**src/pdm_pkg.sv**
```systemverilog
/*
 * constants for the port pin multiplexer: register offsets, field positions,
 * reset values and encodings.
 * assumes a single clock domain and a 32-bit classic wishbone register bus.
 */
package pdm_pkg;

	////////////////////////////////////////////////////////////////////////////
	// bus geometry
	localparam int ADDR_W = 8;
	localparam int DATA_W = 32;

	////////////////////////////////////////////////////////////////////////////
	// register byte offsets
	localparam logic [7:0] OFS_IFACE_CFG = 8'h00; // interface_config_reg
	localparam logic [7:0] OFS_EP_FIFO_CFG = 8'h04; // endpoint_fifo_config_reg
	localparam logic [7:0] OFS_ALT_SELECT = 8'h08; // second_port_alt_select_reg
	localparam logic [7:0] OFS_PIN_POLARITY = 8'h0C; // fifo_pin_polarity_reg
	localparam logic [7:0] OFS_T2_CONTROL = 8'h10; // timer_two_control_reg
	localparam logic [7:0] OFS_FIRST_OUT = 8'h14;
	localparam logic [7:0] OFS_FIRST_OE = 8'h18;
	localparam logic [7:0] OFS_SECOND_OUT = 8'h1C;
	localparam logic [7:0] OFS_SECOND_OE = 8'h20;
	localparam logic [7:0] OFS_PIN_STATE = 8'h24;
	localparam logic [7:0] OFS_IRQ_STATUS = 8'h28;
	localparam logic [7:0] OFS_IRQ_MASK = 8'h2C;

	////////////////////////////////////////////////////////////////////////////
	// field positions
	localparam int BIT_WORDWIDE = 0;
	localparam int BIT_POL_READ = 3;
	localparam int BIT_POL_WRITE = 2;
	localparam int BIT_T2_EXT_EN = 3;
	localparam int PIN_T0 = 0;
	localparam int PIN_T1 = 1;
	localparam int PIN_T2 = 2;
	localparam int PIN_SER0 = 3;
	localparam int PIN_SER1 = 4;
	localparam int PIN_IRQ6 = 5;
	localparam int PIN_TIMER_TWO_RELOAD_INPUT = 6;
	localparam int PIN_WADDR8 = 7;
	localparam int RDY_READ = 0;
	localparam int RDY_WRITE = 1;
	localparam int RDY_WAVE = 2;
	localparam int IRQ_EXT6 = 0;
	localparam int IRQ_T2RELOAD = 1;
	localparam int IRQ_SLAVE_FIFO_READ_STROBE = 2;
	localparam int IRQ_SLAVE_FIFO_WRITE_STROBE = 3;
	localparam int IRQ_W = 4;

	////////////////////////////////////////////////////////////////////////////
	// encodings and reset values
	typedef enum logic [1:0] {
		PDM_MODE_PORTS = 2'h0,
		PDM_MODE_RSVD = 2'h1,
		PDM_MODE_WAVE = 2'h2,
		PDM_MODE_SLAVE = 2'h3
	} pdm_mode_t;
	localparam logic [1:0] SER_MODE_SYNC = 2'h0;
	localparam logic [7:0] RST_ZERO8 = 8'h00;
	localparam logic [7:0] ALT_OUT_MASK = 8'h9F; // alternates that drive the pin
	localparam logic [DATA_W-1:0] RD_ZERO = 32'h0000_0000;

endpackage

```
**src/pdm_port_mux.sv**
```systemverilog
/*
 * alternate-function multiplexer for the upper nibble of the first port,
 * all eight pins of the second port and the three ready inputs, with a
 * classic wishbone register slave and one level interrupt.
 * assumes clk is the cpu output clock; timer, serial and waveform engine
 * signals come from logic on clk; pin inputs are asynchronous.
 */
// Functional notes
// - second port bit i selects alternate function
// - first port upper nibble carries bus bits 12-15
// - timer0 overflow one-cycle pulse, mode3 low byte
// - timer1 overflow one-cycle pulse, mode3 low byte
// - timer2 overflow one-cycle pulse, else low
// - serial0 data only in sync mode, else 1
// - serial1 data in mode 0, else high
// - interrupt six on rising input edge
// - timer2 reloads on falling input edge
// - reload edges ignored unless external enable set
// - pin seven drives waveform address bit 8
// - ready zero is read strobe, polarity bit 3
// - ready one is write strobe, polarity bit 2
// - ready two always plain waveform ready input
module pdm_port_mux
	import pdm_pkg::*;
(
	input wire logic clk,
	input wire logic rst,
	input wire logic wb_cyc_i,
	input wire logic wb_stb_i,
	input wire logic wb_we_i,
	input wire logic [pdm_pkg::ADDR_W-1:0] wb_adr_i,
	input wire logic [3:0] wb_sel_i,
	input wire logic [pdm_pkg::DATA_W-1:0] wb_dat_i,
	output logic [pdm_pkg::DATA_W-1:0] wb_dat_o,
	output logic wb_ack_o,
	output logic irq,
	input wire logic [3:0] firstPortIn,
	output logic [3:0] firstPortOut,
	output logic [3:0] firstPortOe,
	input wire logic [7:0] secondPortIn,
	output logic [7:0] secondPortOut,
	output logic [7:0] secondPortOe,
	input wire logic [2:0] readyIn,
	input wire logic timer0Ovf,
	input wire logic timer0Mode3,
	input wire logic timer0LowOvf,
	input wire logic timer1Ovf,
	input wire logic timer1Mode3,
	input wire logic timer1LowOvf,
	input wire logic timer2Ovf,
	input wire logic [1:0] serial0Mode,
	input wire logic serial0Data,
	input wire logic [1:0] serial1Mode,
	input wire logic serial1Data,
	input wire logic waveformAddrBitEight,
	input wire logic [3:0] ifaceDataOut,
	input wire logic ifaceDataOe,
	output logic [3:0] ifaceDataIn,
	output logic [2:0] waveReady,
	output logic slaveFifoReadStrobe,
	output logic slaveFifoWriteStrobe,
	output logic externalIrqSix,
	output logic timerTwoReload
);
	import pdm_pkg::*;

	// registers and wires
	pdm_mode_t ifaceMode_q;
	logic wordWide_q, extEnable_q, polRead_q, polWrite_q;
	logic [7:0] altSelect_q, secondOut_q, secondOe_q;
	logic [3:0] firstOut_q, firstOe_q;
	logic [IRQ_W-1:0] irqStatus_q, irqStatus_d, irqMask_q, irqEvent;
	logic [14:0] pinSync;
	logic [3:0] firstSync;
	logic [7:0] secondSync, secondPrev_q;
	logic [2:0] readySync;
	logic wideBus, slaveMode, rdActive, wrActive, rdPrev_q, wrPrev_q;
	logic busWrite, busRead;
	logic [7:0] altValue, secondOut_d, secondOe_d;

	function automatic logic strobeActive(input logic level, input logic activeHigh);
		return activeHigh ? level : ~level;
	endfunction

	////////////////////////////////////////////////////////////////////////////
	// pin input synchronisers
	pdm_sync #(.WIDTH(15)) uSync (
		.clk(clk),
		.rst(rst),
		.asyncIn({readyIn, secondPortIn, firstPortIn}),
		.syncOut(pinSync)
	);
	assign firstSync = pinSync[3:0];
	assign secondSync = pinSync[11:4];
	assign readySync = pinSync[14:12];

	////////////////////////////////////////////////////////////////////////////
	// wishbone slave: one wait state, unmapped reads give zero
	assign busWrite = wb_cyc_i & wb_stb_i & wb_we_i & ~wb_ack_o;
	assign busRead = wb_cyc_i & wb_stb_i & ~wb_we_i & ~wb_ack_o;

	always_ff @(posedge clk or posedge rst) begin
		if (rst) begin
			wb_ack_o <= 1'b0;
		end else begin
			wb_ack_o <= wb_cyc_i & wb_stb_i & ~wb_ack_o;
		end
	end

	// read data register
	always_ff @(posedge clk or posedge rst) begin
		if (rst) begin
			wb_dat_o <= RD_ZERO;
		end else if (busRead) begin
			unique case (wb_adr_i)
				OFS_IFACE_CFG: wb_dat_o <= {30'h0000_0000, ifaceMode_q};
				OFS_EP_FIFO_CFG: wb_dat_o <= {31'h0000_0000, wordWide_q};
				OFS_ALT_SELECT: wb_dat_o <= {24'h00_0000, altSelect_q};
				OFS_PIN_POLARITY: wb_dat_o <= {28'h000_0000, polRead_q, polWrite_q, 2'h0};
				OFS_T2_CONTROL: wb_dat_o <= {28'h000_0000, extEnable_q, 3'h0};
				OFS_FIRST_OUT: wb_dat_o <= {28'h000_0000, firstOut_q};
				OFS_FIRST_OE: wb_dat_o <= {28'h000_0000, firstOe_q};
				OFS_SECOND_OUT: wb_dat_o <= {24'h00_0000, secondOut_q};
				OFS_SECOND_OE: wb_dat_o <= {24'h00_0000, secondOe_q};
				OFS_PIN_STATE: wb_dat_o <= {17'h0_0000, readySync, secondSync, firstSync};
				OFS_IRQ_STATUS: wb_dat_o <= {28'h000_0000, irqStatus_q};
				OFS_IRQ_MASK: wb_dat_o <= {28'h000_0000, irqMask_q};
				default: wb_dat_o <= RD_ZERO;
			endcase
		end
	end

	// configuration registers written by software
	always_ff @(posedge clk or posedge rst) begin
		if (rst) begin
			ifaceMode_q <= PDM_MODE_PORTS;
			wordWide_q <= 1'b0;
			altSelect_q <= RST_ZERO8;
			polRead_q <= 1'b0;
			polWrite_q <= 1'b0;
			extEnable_q <= 1'b0;
			firstOut_q <= 4'h0;
			firstOe_q <= 4'h0;
			secondOut_q <= RST_ZERO8;
			secondOe_q <= RST_ZERO8;
			irqMask_q <= '0;
		end else if (busWrite) begin
			unique case (wb_adr_i)
				OFS_IFACE_CFG: ifaceMode_q <= wb_sel_i[0] ? pdm_mode_t'(wb_dat_i[1:0]) : ifaceMode_q;
				OFS_EP_FIFO_CFG: wordWide_q <= wb_sel_i[0] ? wb_dat_i[BIT_WORDWIDE] : wordWide_q;
				OFS_ALT_SELECT: altSelect_q <= wb_sel_i[0] ? wb_dat_i[7:0] : altSelect_q;
				OFS_PIN_POLARITY: begin
					polRead_q <= wb_sel_i[0] ? wb_dat_i[BIT_POL_READ] : polRead_q;
					polWrite_q <= wb_sel_i[0] ? wb_dat_i[BIT_POL_WRITE] : polWrite_q;
				end
				OFS_T2_CONTROL: extEnable_q <= wb_sel_i[0] ? wb_dat_i[BIT_T2_EXT_EN] : extEnable_q;
				OFS_FIRST_OUT: firstOut_q <= wb_sel_i[0] ? wb_dat_i[3:0] : firstOut_q;
				OFS_FIRST_OE: firstOe_q <= wb_sel_i[0] ? wb_dat_i[3:0] : firstOe_q;
				OFS_SECOND_OUT: secondOut_q <= wb_sel_i[0] ? wb_dat_i[7:0] : secondOut_q;
				OFS_SECOND_OE: secondOe_q <= wb_sel_i[0] ? wb_dat_i[7:0] : secondOe_q;
				OFS_IRQ_MASK: irqMask_q <= wb_sel_i[0] ? wb_dat_i[IRQ_W-1:0] : irqMask_q;
				default: ;
			endcase
		end
	end

	////////////////////////////////////////////////////////////////////////////
	// alternate output values of the second port
	always_comb begin
		altValue = 8'h00;
		altValue[PIN_T0] = timer0Mode3 ? timer0LowOvf : timer0Ovf;
		altValue[PIN_T1] = timer1Mode3 ? timer1LowOvf : timer1Ovf;
		altValue[PIN_T2] = timer2Ovf;
		altValue[PIN_SER0] = (serial0Mode == SER_MODE_SYNC) ? serial0Data : 1'b1;
		altValue[PIN_SER1] = (serial1Mode == SER_MODE_SYNC) ? serial1Data : 1'b1;
		altValue[PIN_WADDR8] = waveformAddrBitEight;
	end

	assign secondOut_d = (altSelect_q & altValue) | (~altSelect_q & secondOut_q);
	assign secondOe_d = (altSelect_q & ALT_OUT_MASK) | (~altSelect_q & secondOe_q);

	assign wideBus = (ifaceMode_q != PDM_MODE_PORTS) & wordWide_q;

	// pin drivers, one register stage
	always_ff @(posedge clk or posedge rst) begin
		if (rst) begin
			secondPortOut <= RST_ZERO8;
			secondPortOe <= RST_ZERO8;
			firstPortOut <= 4'h0;
			firstPortOe <= 4'h0;
			ifaceDataIn <= 4'h0;
		end else begin
			secondPortOut <= secondOut_d;
			secondPortOe <= secondOe_d;
			// upper data bits or plain port
			firstPortOut <= wideBus ? ifaceDataOut : firstOut_q;
			firstPortOe <= wideBus ? {4{ifaceDataOe}} : firstOe_q;
			ifaceDataIn <= wideBus ? firstSync : 4'h0;
		end
	end

	////////////////////////////////////////////////////////////////////////////
	// input events on the second port and ready pins
	assign slaveMode = ifaceMode_q == PDM_MODE_SLAVE;
	assign rdActive = strobeActive(readySync[RDY_READ], polRead_q);
	assign wrActive = strobeActive(readySync[RDY_WRITE], polWrite_q);

	always_ff @(posedge clk or posedge rst) begin
		if (rst) begin
			secondPrev_q <= RST_ZERO8;
			rdPrev_q <= 1'b0;
			wrPrev_q <= 1'b0;
			externalIrqSix <= 1'b0;
			timerTwoReload <= 1'b0;
			slaveFifoReadStrobe <= 1'b0;
			slaveFifoWriteStrobe <= 1'b0;
			waveReady <= 3'h0;
		end else begin
			secondPrev_q <= secondSync;
			rdPrev_q <= slaveFifoReadStrobe;
			wrPrev_q <= slaveFifoWriteStrobe;
			externalIrqSix <= altSelect_q[PIN_IRQ6] & secondSync[PIN_IRQ6] & ~secondPrev_q[PIN_IRQ6];
			timerTwoReload <= altSelect_q[PIN_TIMER_TWO_RELOAD_INPUT] & extEnable_q & ~secondSync[PIN_TIMER_TWO_RELOAD_INPUT]
				& secondPrev_q[PIN_TIMER_TWO_RELOAD_INPUT];
			slaveFifoReadStrobe <= slaveMode & rdActive;
			slaveFifoWriteStrobe <= slaveMode & wrActive;
			waveReady[RDY_WAVE] <= readySync[RDY_WAVE];
			waveReady[RDY_WRITE:RDY_READ] <= slaveMode ? 2'h0 : readySync[RDY_WRITE:RDY_READ];
		end
	end

	////////////////////////////////////////////////////////////////////////////
	// interrupt status, write one to clear, set wins
	assign irqEvent[IRQ_EXT6] = externalIrqSix;
	assign irqEvent[IRQ_T2RELOAD] = timerTwoReload;
	assign irqEvent[IRQ_SLAVE_FIFO_READ_STROBE] = slaveFifoReadStrobe & ~rdPrev_q;
	assign irqEvent[IRQ_SLAVE_FIFO_WRITE_STROBE] = slaveFifoWriteStrobe & ~wrPrev_q;

	always_comb begin
		irqStatus_d = irqStatus_q;
		if (busWrite && wb_adr_i == OFS_IRQ_STATUS && wb_sel_i[0]) begin
			irqStatus_d = irqStatus_d & ~wb_dat_i[IRQ_W-1:0];
		end
		irqStatus_d = irqStatus_d | irqEvent;
	end

	always_ff @(posedge clk or posedge rst) begin
		if (rst) begin
			irqStatus_q <= '0;
			irq <= 1'b0;
		end else begin
			irqStatus_q <= irqStatus_d;
			irq <= |(irqStatus_d & irqMask_q);
		end
	end
endmodule

```
**src/pdm_sync.sv**
```systemverilog
/*
 * two-flop synchroniser for a group of independent pin levels.
 * assumes each bit is an unrelated level; no word coherence is offered.
 */
module pdm_sync #(
	parameter int WIDTH = 1
) (
	input wire logic clk,
	input wire logic rst,
	input wire logic [WIDTH-1:0] asyncIn,
	output logic [WIDTH-1:0] syncOut
);

	logic [WIDTH-1:0] stage1_q;

	// first stage feeds only the second
	always_ff @(posedge clk or posedge rst) begin
		if (rst) begin
			stage1_q <= '0;
			syncOut <= '0;
		end else begin
			stage1_q <= asyncIn;
			syncOut <= stage1_q;
		end
	end

endmodule
```
**config.mk**
```make
export PLATFORM = sky130hd
export DESIGN_NAME = pdm_port_mux
export DESIGN_NICKNAME = d
export VERILOG_FILES = /design/src/pdm_pkg.sv /design/src/pdm_port_mux.sv /design/src/pdm_sync.sv
export SDC_FILE = /design/constraint.sdc
export NUM_CORES = 1
export LEC_CHECK = 0
export BUFFER_PORTS_ARGS = -buffer_cell sky130_fd_sc_hd__buf_4
export CAP_MARGIN = 30
export CORE_MARGIN = 3
export CORE_UTILIZATION = 52
export CTS_CLUSTER_DIAMETER = 120
export DETAILED_ROUTE_END_ITERATION = 6
export PLACE_DENSITY = 0.8
export SYNTH_ARGS = -nofsm -noshare
export SYNTH_HDL_FRONTEND = slang
export SYNTH_SLANG_ARGS = --single-unit
```
**constraint.sdc**
```tcl
create_clock -name clk -period 5.4 [get_ports clk]
set_clock_uncertainty 0.2 [all_clocks]
set_input_delay 1.08 -clock clk [delete_from_list [all_inputs] [get_ports clk]]
set_output_delay 1.08 -clock clk [all_outputs]
set_load 0.01 [all_outputs]
```
**Word-level counts from Yosys, hierarchy flattened**

Index checks and enable logic that the tools add are counted.

- Bits in registers: 154
- Input port bits: 83
- Output and inout bits: 69
- Logic and storage cells: 105

- Equal/unequal tests: 12
- Mux-type cells: 12
- Bitwise gates (word level): 34
- Reduce and logical (&&, ||, !) cells: 17

Operator list:

| kind | number |
|---|---|
| $pmux 15 s12 | 1 |
| $eq 8x5->1 const B | 4 |
| $eq 8x6->1 const B | 4 |
| $reduce_and 3->1 | 10 |
| $and 8x8->8 | 3 |
| $and 1x1->1 | 16 |
| $eq 8x4->1 const B | 2 |
| $mux 4 | 4 |
| $or 8x8->8 | 2 |
| $and 4x4->4 | 2 |
| $eq 8x3->1 const B | 1 |
| $logic_not 8->1 | 1 |
| $not 1->1 | 8 |
| $not 8->8 | 1 |
| $mux 1 | 6 |
| $logic_not 2->1 | 2 |
| $not 4->4 | 1 |
| $or 4x4->4 | 1 |
| $reduce_or 4->1 | 1 |
| $eq 2x2->1 const B | 1 |
| $logic_and 1x1->1 | 2 |
| $mux 2 | 1 |
| $reduce_bool 2->1 | 1 |

**Longest topological paths before layout**

Gate-level depths: netlist (run 1).

- Word-level depth: 9
- Depth in mapped cells: 6
- Depth with buffers taken out: 5

**By module**

A second synthesis (run 1) with hierarchy kept.

- Cell total of the unflattened synthesis: 407
- Area total of the unflattened synthesis: 5283.8 um^2

Modules (own cells, without submodules):

| module | instances | cells each | area an instance (um^2) | seq. area each (um^2) |
|---|---|---|---|---|
| pdm_port_mux | 1 | 376 | 4529.3 | 2552.4 |
| pdm_sync | 1 | 31 | 754.5 | 750.7 |

**Worst setup path after synthesis (run 1)**

No wires, ideal clock.

- Kind: input to register
- From: input wb_adr_i[5] (netlist bit)
- To: register altSelect_q[1]
- Setup time: 0.125 ns
- Arrival: 2.837 ns
- Path slack: 2.239 ns
- Stages: 5
- Cells stage by stage: buf_6 > or3_2 > or4_4 > nor2_2 > mux2_2

- Cells in the longest elaborated chain, start to end: 2

RTL lines:

| what | RTL line | source |
|---|---|---|
| from (decl) | pdm_port_mux.sv:31 | `input wire logic [pdm_pkg::ADDR_W-1:0] wb_adr_i,` |
| $eq 8x4->1 | pdm_port_mux.sv:148 | `unique case (wb_adr_i)` |
| $reduce_and 3->1 (no line) | -- |  |
| to (signal assigned) | pdm_port_mux.sv:151 | `OFS_ALT_SELECT: altSelect_q <= wb_sel_i[0] ? wb_dat_i[7:0] : altSelect_q;` |
| to (decl) | pdm_port_mux.sv:70 | `logic [7:0] altSelect_q, secondOut_q, secondOe_q;` |

No other way between the ends.
A chain may end at the register's enable or synchronous reset.

**Worst setup path in the final report (run 1)**

- From: input wb_adr_i[3] (netlist bit)
- To: register irq

- Cells in the longest elaborated chain, start to end: 7

RTL lines:

| what | RTL line | source |
|---|---|---|
| $eq 8x6->1 | pdm_port_mux.sv:241 | `if (busWrite && wb_adr_i == OFS_IRQ_STATUS && wb_sel_i[0]) begin` |
| $logic_and 1x1->1 (2 in series) | pdm_port_mux.sv:241 |  |
| $mux 4 | pdm_port_mux.sv:241 |  |
| $or 4x4->4 | pdm_port_mux.sv:244 | `irqStatus_d = irqStatus_d \| irqEvent;` |
| $and 4x4->4 | pdm_port_mux.sv:253 | `irq <= \|(irqStatus_d & irqMask_q);` |
| $reduce_or 4->1 | pdm_port_mux.sv:253 |  |
| to (signal assigned) | pdm_port_mux.sv:253 |  |
| to (decl) | pdm_port_mux.sv:36 | `output logic irq,` |

No other way between the ends.

==> results of run 1 <==
[logic make-up after synthesis]
family / synth area share (%)
buffers and inverters: 4.93
flip-flops: 61.4
multiplexers: 12.3
XOR/XNOR: 0.326
other: 0.0697
AO/OA/AOI/OAI: 8.28
AND/OR/NAND/NOR: 12.7
[routing by layer]
layer | track usage (%) | up-vias
li1 | - | 1680
met1 | 30.8 | 1819
met2 | 34.6 | 159
met3 | 6.66 | 14
met4 | 8.48 | 0
met5 | 0 | -
[layout make-up]
type | instances | area, sq um | share of cell area [%]
inverters | 9 | 36.3 | 0.534
multi-input cells | 257 | 1870 | 27.5
clock inverters | 13 | 159 | 2.34
flip-flops and latches | 132 | 3300 | 48.6
well taps | 133 | 166 | 2.45
clock buffers | 19 | 422 | 6.20
repair buffers | 112 | 838 | 12.3
[sequential cells by signal, summed over array words and instances, names as in the netlist, 2 cells and up]
register	flops
firstOut_q	4
secondPortOut	8
ifaceMode_q	2
secondOut_q	8
wb_dat_o	15
secondPrev_q	2
secondPortOe	8
secondOe_q	8
firstPortOut	4
firstPortOe	4
ifaceDataIn	4
irqMask_q	4
uSync.stage1_q	15
firstOe_q	4
waveReady	3
uSync.syncOut	15
altSelect_q	8
irqStatus_q	4
[path summary, 6_finish.rpt]
kind                                     end  slack [ns]  depth (start not counted)         startpoint
hold / removal              uSync.syncOut[0]        0.15                          0  uSync.stage1_q[0]
hold reg to reg             uSync.syncOut[0]        0.15                          0  uSync.stage1_q[0]
max in group asynchronous       firstOe_q[0]        3.54                          3                rst
min in group asynchronous  uSync.stage1_q[7]        0.47                          2                rst
setup reg to reg               secondOe_q[4]        2.92                          5           wb_ack_o
setup / recovery                         irq        2.24                          5        wb_adr_i[3]
[cells in the mapped netlist, drive strengths merged (6+ instances only)]
cell type    n
inv          9
buf         22
a22o         7
nor2        17
nand2       32
clkbuf      10
mux2        45
dfrtp      132
a22oi        6
nor3        12
or2          6
o21ai        9
mux2i       13
a21oi       12
nor2b       12
[where the power goes]
group          switching [mW]  internal, mW  total [mW]
Combinational          0.0739        0.0571       0.131
Clock                   0.420         0.701        1.12
Sequential             0.0126          1.01        1.03
Total                   0.507          1.77        2.28
[stage by stage]
stage / utilization, % / hold WS [ns] / area (sq um) / setup WS (ns)
5_1_grt: 68.6 / 0.155 / 6800 / 2.12
6_report: 68.6 / 0.147 / 6800 / 2.24
3_3_place_gp: 62.7 / 0.133 / 6210 / 1.77
4_1_cts: 68.5 / 0.149 / 6790 / 2.25
2_1_floorplan: - / 0.131 / 5440 / 0.594
3_5_place_dp: 62.7 / 0.135 / 6210 / 1.70
[placed cells by master, fill, tap and decap left out, drive strengths merged, types with 3 or more instances in the layout]
cell,netlist,routed
clkbuf,10,20
bufinv,0,3
mux2i,13,13
conb,1,17
nand2,32,32
and2,5,5
mux2,45,45
o221ai,5,5
a21oi,12,12
or4,4,4
nor4b,3,3
a32oi,4,4
buf,22,111
nand3,3,3
a31oi,3,3
dfrtp,132,132
or3,3,3
nor2b,12,12
o21ai,9,9
clkinv,0,6
nor2,17,17
clkinvlp,0,3
nor3,12,12
or2,6,6
inv,9,10
nand3b,3,3
a22oi,6,6
a22o,7,7
a21o,5,5
o21a,5,5
[worst max-delay path, stage by stage]
cell and delay [ns]:
buf_4 0.33, or4b_1 0.70, nor4_4 0.54, a31oi_1 0.18, or4_1 0.50
==> metrics.md, run 1 <==
| Metric | Value |
|---|---|
| Starting Density | 54.3% |
| Via Count | 3672 |
| Worst setup path category | in2reg |
| Final setup TNS | 0 ns |
| DR WL/cell | 18.3 microns |
| I/O Buffers | 107 |
| PwrDens | 335 nW/um^2 |
| DRT Pass-1 Iters | 4 |
| Skew-Pair Late Insertion Delay | 0.53 ns |
| Placed cell count | 642 |
| Post-synthesis sequential area ratio | 61.4% |
| Worst Setup End Kind | flip-flop |
| Syn avg cell area | 13.0 sq um |
| Core area | 9910 sq um |
| Clock-pin slew on the worst setup and hold paths | 0.06 ns |
| Final period utilization | 58.6% |
| Vias per cell | 5.44 |
| Post-synth EDFFs | 0 |
| P&R area growth vs syn | 26.3% |
| Final wirelength | 12300 microns |
| #FFs+latches synth | 132 |
| Largest net degree at the start of global routing | 59 |
| Max-slew violation count | 0 |
| DRC viols | 0 |
| DP HPWL | 8500 microns |
| Vias in the first global route | 3755 |
| Gr usage total | 22.6% |
| IO Pins | 152 |
| Synth cell types | 56 |
| Setup violators final | 0 |
| Rows | 36 |
| Critical Path RT | 5.59 ns |
| Cell taking the most area after synthesis | dfrtp_1 |
| Hold Buf Count CTS | 0 |
| Max cap viols | 0 |
| Total power | 2.28 mW |
| Synth warn | 0 |
| Post-synth top flop | dfrtp_1 |
| Unrepaired setup endpoints after global routing | no |
| Initial antenna violation count | 0 |
| Routed wl met2 | 5990 microns |
| Root buffer cell | clkbuf_8 |
| Ranking of synthesized cells by area | dfrtp_1 (61%), mux2_2 (9.4%), buf_4 (2.5%), mux2i_1 (2.4%), nand2_1 (2.2%) |
| Uppermost layer routed | met4 |
| GRT overflow | 0 |
| Post-Synthesis Cells | 415 |
| Top cell type's share of synthesized area | 61.4% |
| Hold Crit Class | reg2reg |
| Clock Path Buffers | 2 |
| CP Data Arrival Time | 3.35 ns |
| Detail Route Antenna Nets | 0 |
| Fin cells | 675 |
| Cell area after synthesis | 5380 sq um |
| CTS tree | done |
| Fin. Hold Viols | 0 |
| Post-CTS setup buffer count | 0 |
| Post-synth ARST share | 100% |
| TritonCTS Buffers | 17 |
| Status | complete, no violations |
| Leakage power | 3.38 nW |
| H-Tree Depth | 4 |
| CTS resizes | 0 |
| Fmax | 316 MHz |
| Chip width | 108 microns |
| Antenna diode count | 0 |
| Slew of the pin with the lowest slew margin | 0.958 ns |
| Startpoint Class | primary input |
| Layout fillers | 771 |
| First-pass GRT wire length | 19800 microns |
| Slew HR | 35.8% |
| Layout cells sized above 1 | 38.7% |
| Die Span Y | 108 microns |
| Gp weighted congestion | 0.877 |
| Nets@finish | 612 |
| Min cycle time layout | 3.16 ns |
| CTS Sinks | 132 |
| Initial drt markers | 283 |
| Worst VDD drop | 0.308 mV |
| Die area | 11600 sq um |
| Wire length on met1 | 5130 microns |
| Met3 wire len | 1070 microns |
| Crit path max fanout | 30 |
(Power assumes the default switching activity.)
==> inputs of run 2 (changes only) <==
--- a/config.mk
+++ b/config.mk
@@ -8,10 +8,10 @@
 export BUFFER_PORTS_ARGS = -buffer_cell sky130_fd_sc_hd__buf_4
 export CAP_MARGIN = 30
 export CORE_MARGIN = 3
-export CORE_UTILIZATION = 52
+export CORE_UTILIZATION = 47
 export CTS_CLUSTER_DIAMETER = 120
 export DETAILED_ROUTE_END_ITERATION = 6
-export PLACE_DENSITY = 0.8
+export PLACE_DENSITY = 0.76
 export SYNTH_ARGS = -nofsm -noshare
 export SYNTH_HDL_FRONTEND = slang
 export SYNTH_SLANG_ARGS = --single-unit
==> constraint.sdc (replaced) <==
create_clock -name clk -period 2.57 [get_ports clk]
set_clock_uncertainty 0.2 [all_clocks]
set_input_delay 0.514 -clock clk [delete_from_list [all_inputs] [get_ports clk]]
set_output_delay 0.514 -clock clk [all_outputs]
set_load 0.01 [all_outputs]
==> run 2 against run 1 <==
Compared with the run above:
- total power rose by 110%
- flip-flop and latch count did not move
- count of clock-buffer cells in the layout rose by 3
- clock power rose by 98%
- critical endpoint is now wb_dat_o[11]
==> metrics.md, run 2 (synthesized netlist as in run 1, its figures left out) <==
| Metric | Value |
|---|---|
| Clock share of power | 47.3% (-1.9 points) |
| Initial drt markers | 230 (-19%) |
| Worst Setup End Kind | flip-flop |
| Layout cells sized above 1 | 40.5% (+1.7 points) |
| Dpl ws | -0.157 ns (-1.86 ns) |
| Crit Reg-Reg Endpoint | firstOe_q[3] |
| Status | complete, no violations |
| Detail Route Antenna Nets | 0 (unchanged) |
| CP Data Arrival Time | 2.50 ns (-0.85 ns) |
| Slew HR | 48.9% (+13 points) |
| Critical Path RT | 2.71 ns (-2.88 ns) |
| Gr usage total | 21.3% (-1.4 points) |
| Die area | 12800 sq um (+10%) |
| Fin. Hold Viols | 0 (unchanged) |
| Hold endpoint | uSync.stage1_q[3] |
| IO Pins | 152 (unchanged) |
| PwrDens | 655 nW/um^2 (+95%) |
| Reg2reg setup slack | 0.35 ns (-2.57 ns) |
| CTS tree | done |
| DR WL/cell | 18.0 microns (-1.6%) |
| Top Usage Layer GRT | met2 |
| Antenna diode count | 0 (unchanged) |
| Vias per cell | 5.36 (-1.5%) |
| GR Util met2 | 33.6% (-0.98 points) |
| Hold Crit Class | in2reg |
| Starting Density | 48.8% (-5.5 points) |
| Via Count | 3873 (+5.5%) |
| Core area | 11000 sq um (+11%) |
| Root buffer cell | clkbuf_16 |
| Hold_sp | firstPortIn[3] |
| Skew-Pair Late Insertion Delay | 0.41 ns (-0.12 ns) |
| Rows | 38 (+5.6%) |
| DRC viols | 0 (unchanged) |
| Gate power share | 6.7% (+1.0 points) |
| Fin cells | 723 (+7.1%) |
| Max cap viols | 0 (unchanged) |
| Biggest regs | uSync.stage1_q x15, uSync.syncOut x15, wb_dat_o x15 |
| H-Tree Depth | 4 (unchanged) |
| Internal power | 3.71 mW (+110%) |
| Global routing usage on met1 | 28.7% (-2.1 points) |
| Nets@finish | 657 (+7.4%) |
| Final setup TNS | 0 ns (unchanged) |
| Leakage power | 3.59 nW (+6.0%) |
| Largest net degree at the start of global routing | 133 (+130%) |
| Psw | 988 uW (+95%) |
| Most frequent cells in the layout | buf_4 (142), dfrtp_1 (132), mux2_2 (45) |
| Fmax | 425 MHz |
| DRT Pass-1 Iters | 5 (+1) |
| Worst setup path category | in2reg |
| Crit path max fanout | 4 (-87%) |
| R2R depth | 6 (+1) |
| Total power | 4.70 mW (+110%) |
| Initial antenna violation count | 0 (unchanged) |
| Placed cell count | 682 (+6.2%) |
| I/O Buffers | 107 (unchanged) |
| Startpoint Class | primary input |
| Slew of the pin with the lowest slew margin | 0.761 ns (-0.196 ns) |
| R2r startpoint | wb_ack_o |
| GRT overflow | 0 (unchanged) |
| Worst Setup Slack, final | 0.216 ns (-2.02 ns) |
| Worst VDD drop | 0.374 mV (+22%) |
| Chip width | 113 microns (+4.9%) |
| Post-route cell area | 7170 sq um (+5.4%) |
| Switching share of power | 21.0% (-1.2 points) |
| TritonCTS Buffers | 17 (unchanged) |
| Max-slew violation count | 0 (unchanged) |
| CTS Sinks | 132 (unchanged) |
| DP HPWL | 9020 microns (+6.0%) |
| Clock-pin slew on the worst setup and hold paths | 0.05 ns (about the same) |
| Area after DPL | 6500 sq um (+4.6%) |
| Gp weighted congestion | 0.871 (-0.72%) |
| Vias in the first global route | 3893 (+3.7%) |
| Clock Path Buffers | 2 (unchanged) |
| First-pass GRT wire length | 20900 microns (+5.8%) |
| M3 GR Usage | 6.04% (-0.62 points) |
| Final period utilization | 91.6% |
| Hold Slack | 0.0162 ns (-0.131 ns) |
| Commonest non-fill, non-tap cell in the layout | buf_4 |
| Die Span Y | 113 microns (+4.9%) |
| P&R area growth vs syn | 33.2% |
| Sequential Power Share | 45.9% (+0.9 points) |
| Unrepaired setup endpoints after global routing | no |
| Final wirelength | 13000 microns (+5.4%) |
| CP startpoint | wb_adr_i[7] |
| Post-CTS setup buffer count | 0 (unchanged) |
| Util after Layout | 65.0% (-3.6 points) |
| Setup violators final | 0 (unchanged) |
| Min cycle time layout | 2.35 ns |
| Worst hold path stage count | 1 (+1) |
## run 2: power groups by stage
stage / sequential, mW / clock, mW / combinational [mW]
5_1_grt: 2.16 / 2.37 / 0.345
2_1_floorplan: 2.20 / 0 / 0.150
6_report: 2.16 / 2.22 / 0.317
3_5_place_dp: 2.19 / 0 / 0.301
4_1_cts: 2.16 / 2.27 / 0.310
3_3_place_gp: 2.19 / 0 / 0.294
## run 2: worst max path at each step
stage,endpoint,cells past startpoint
after floorplan,irq,6
after global placement,wb_dat_o[11],7
after detailed placement,wb_dat_o[11],7
after CTS,wb_dat_o[11],7
after global routing,wb_dat_o[8],7
final,wb_dat_o[11],7
## run 2: critical path, cell delays in order
cell and delay (ns):
buf_4 0.13, buf_4 0.12, or4_2 0.69, a211oi_1 0.36, nor4b_4 0.36, buf_4 0.19
a22o_1 0.12
## run 2: final cells by class
cell class              count  area [sq um]
multi-input cells         257          1880
inverters                   9          37.5
fillers                   859          3860
flip-flops and latches    132          3300
repair buffers            157          1240
clock inverters             6          82.6
clock buffers              22           454
well taps                 140           175
## run 2: per-layer routing
metal,part of all wire [%],vias up
li1,-,1761
met1,41,1932
met2,50,166
met3,7.6,14
met4,1.2,0
met5,0,-
## run 2: what timing repair did
item,CTS,global route
resized for setup,0,0
endpoints found under the hold margin,6,7
hold buffers,6,7
==> inputs of run 3 (changes only) <==
--- a/config.mk
+++ b/config.mk
@@ -5,6 +5,7 @@
 export SDC_FILE = /design/constraint.sdc
 export NUM_CORES = 1
 export LEC_CHECK = 0
+export ABC_AREA = 1
 export BUFFER_PORTS_ARGS = -buffer_cell sky130_fd_sc_hd__buf_4
 export CAP_MARGIN = 30
 export CORE_MARGIN = 3
==> run 3 against run 2 <==
Compared with the run above:
- routed wire length decreased by 2.9%
- critical path type is now reg2reg
- sequential power is essentially flat
- hold slack better by 0.043 ns
- setup slack gained 0.50 ns
- flip-flop and latch count is the same
- largest cell class unchanged
- via count grew 3.2%
- clock power rose by 12%
- core utilization down 1.2 points
- register-to-register slack improved by 0.36 ns
- critical endpoint is now wb_dat_o[9]
==> metrics.md, run 3 <==
| Metric | Value |
|---|---|
| Most frequent cells in the layout | nand2_1 (174), dfrtp_1 (132), buf_4 (108) |
| Unrepaired setup endpoints after global routing | no |
| Nets@finish | 766 (+17%) |
| Core area | 11000 sq um (unchanged) |
| Cell area after synthesis | 5380 sq um (about the same) |
| Clock-pin slew on the worst setup and hold paths | 0.06 ns (about the same) |
| Leakage power | 3.66 nW (+2.1%) |
| Top cell type's share of synthesized area | 61.4% (about the same) |
| Synth warn | 0 (unchanged) |
| Final period utilization | 72.2% (-19 points) |
| Count leader, synth | nand2_1 |
| Detail Route Antenna Nets | 0 (unchanged) |
| CTS Sinks | 132 (unchanged) |
| Via Count | 3998 (+3.2%) |
| R2r startpoint | wb_ack_o |
| Layout cells sized above 1 | 27.9% (-13 points) |
| DR WL/cell | 15.1 microns (-16%) |
| Post-synthesis sequential area ratio | 61.4% (about the same) |
| Worst setup path category | reg2reg |
| Slew HR | 52.4% (+3.5 points) |
| #FFs+latches synth | 132 (unchanged) |
| Final wirelength | 12600 microns (-2.9%) |
| Gp weighted congestion | 0.922 (+5.9%) |
| Antenna diode count | 0 (unchanged) |
| Rows | 38 (unchanged) |
| Worst VDD drop | 0.430 mV (+15%) |
| Post-Synthesis Cells | 547 (+32%) |
| Root buffer cell | clkbuf_16 |
| Setup violators final | 0 (unchanged) |
| R2R depth | 6 (unchanged) |
| Die area | 12800 sq um (about the same) |
| Crit Reg-Reg Endpoint | wb_dat_o[9] |
| Status | complete, no violations |
| Clock Path Buffers | 2 (unchanged) |
| Cell taking the most area after synthesis | dfrtp_1 |
| First-pass GRT wire length | 20300 microns (-3.0%) |
| Hold Crit Class | in2async |
| TritonCTS Buffers | 17 (unchanged) |
| Worst Setup Slack, final | 0.714 ns (+0.497 ns) |
| IO Pins | 152 (unchanged) |
| Multi-input logic area | 1770 sq um (-5.9%) |
| Min cycle time layout | 1.86 ns (-0.497 ns) |
| Commonest non-fill, non-tap cell in the layout | nand2_1 |
| Worst Setup End Kind | flip-flop |
| Gr usage total | 20.6% (-0.71 points) |
| Initial antenna violation count | 0 (unchanged) |
| GRT overflow | 0 (unchanged) |
| Register Area | 3300 sq um (unchanged) |
| Post-CTS setup buffer count | 0 (unchanged) |
| Crit path max fanout | 16 (+12) |
| DRT Pass-1 Iters | 5 (unchanged) |
| Post-synth top cells | nand2_1 (174), dfrtp_1 (132), inv_1 (48), o21ai_0 (42), nor2_1 (35) |
| Biggest regs | uSync.stage1_q x15, uSync.syncOut x15, wb_dat_o x15 |
| Largest net degree at the start of global routing | 133 (unchanged) |
| Post-synth ARST share | 100% (unchanged) |
| Slew of the pin with the lowest slew margin | 0.713 ns (-0.0480 ns) |
| Max-slew violation count | 0 (unchanged) |
| DRC viols | 0 (unchanged) |
| CTS tree | done |
| PwrDens | 691 nW/um^2 (+5.5%) |
| P&R area growth vs syn | 30.8% |
| Startpoint Class | flip-flop |
| Fin. Hold Viols | 0 (unchanged) |
| Die Span Y | 113 microns (about the same) |
| CP Data Arrival Time | 2.01 ns (-0.49 ns) |
| I/O Buffers | 107 (unchanged) |
| Final setup TNS | 0 ns (unchanged) |
| Skew-Pair Late Insertion Delay | 0.41 ns (about the same) |
| Reg2reg setup slack | 0.71 ns (+0.36 ns) |
| Initial drt markers | 190 (-17%) |
| H-Tree Depth | 4 (unchanged) |
| Critical Path RT | 2.72 ns (about the same) |
| Vias per cell | 4.78 (-11%) |
| Synth cell types | 29 (-48%) |
| Post-synth top flop | dfrtp_1 |
| CTS resizes | 0 (unchanged) |
| Ranking of synthesized cells by area | dfrtp_1 (61%), nand2_1 (12%), o21ai_0 (3.9%), inv_1 (3.3%), nor2_1 (2.4%) |
| DP HPWL | 8690 microns (-3.7%) |
| Dpl ws | 0.499 ns (+0.656 ns) |
| Max cap viols | 0 (unchanged) |
| Starting Density | 48.8% (about the same) |
| Chip width | 113 microns (about the same) |
| Fmax | 539 MHz (+27%) |
| Post-synth EDFFs | 0 (unchanged) |
| Syn avg cell area | 9.83 sq um (-24%) |
| Hold Buf Count CTS | 7 (+1) |
| Vias in the first global route | 4141 (+6.4%) |
| Layout fillers | 916 (+6.6%) |
## run 3: cell types whose count changed after synthesis, moves of 13 or more
cell	before	now
inv_1	9	48
mux2_2	45	0
nand2_1	32	174
nand2_2	0	13
nor2_1	15	35
o21ai_0	8	42
o21ai_1	1	16
## run 3: critical path, cell delays in order (launching register included)
cell and delay [ns]:
dfrtp_1 0.38, nand3b_4 0.20, nor2_4 0.24, inv_2 0.22
nor4_4 0.37, nand2_1 0.10, nand2_1 0.07
## run 3: cell families (layout without fill, tap and decap cells)
kind of cell,after synthesis,in the layout,share of synthesized area [%]
and+or+nand+nor,267,267,24.1
DFF,132,132,61.4
buffers and inverters,75,208,6.86
AOI/OAI and AO/OA,68,68,6.91
xor gates and xnor gates,2,2,0.326
muxes,2,2,0.372
other,1,17,0.0697
## run 3: stage by stage
stage	util (%)	std cells	total power, mW	instance area [sq um]	hold WS, ns
6_report	63.8	836	4.87	7040	0.0596
4_1_cts	63.1	828	4.89	6960	0.000556
3_3_place_gp	56.9	789	2.40	6270	0.132
2_1_floorplan	-	563	2.30	5440	0.131
5_1_grt	63.8	836	5.02	7040	0.100
3_5_place_dp	56.9	789	2.40	6270	0.135
## run 3: metal layers
metal,routed length [microns],vias to the layer above,track usage (%)
met5,0,-,0
met4,223,0,8.73
met2,6180,135,33.9
li1,-,1950,-
met3,834,20,5.51
met1,5390,1893,25.8
## run 3: worst max-delay path by stage
stage | start | end | slack [ns] | cells past startpoint
finish | wb_ack_o | wb_dat_o[9] | 0.71 | 6
floorplan | rst | altSelect_q[0] | 0.22 | 1
global placement | wb_cyc_i | wb_dat_o[9] | 0.55 | 7
CTS | wb_ack_o | wb_dat_o[8] | 0.69 | 6
detailed placement | wb_adr_i[7] | secondOut_q[5] | 0.50 | 7
global route | wb_ack_o | wb_dat_o[12] | 0.52 | 6
## run 3: layout make-up
type                       instances  share of cell area, %
clock buffer                      23                   6.93
clock inverter                     9                   1.78
inverter                          52                   2.83
multi-input combinational        356                   25.1
sequential                       132                   46.9
tap                              140                   2.49
timing repair buffer             124                   13.9
## run 3: power by group
| part | internal [mW] | switching (mW) | leakage (nW) |
|---|---|---|---|
| clock | 1.62 | 0.860 | 0.299 |
| sequential | 2.12 | 0.0167 | 1.74 |
| combinational | 0.103 | 0.146 | 1.62 |
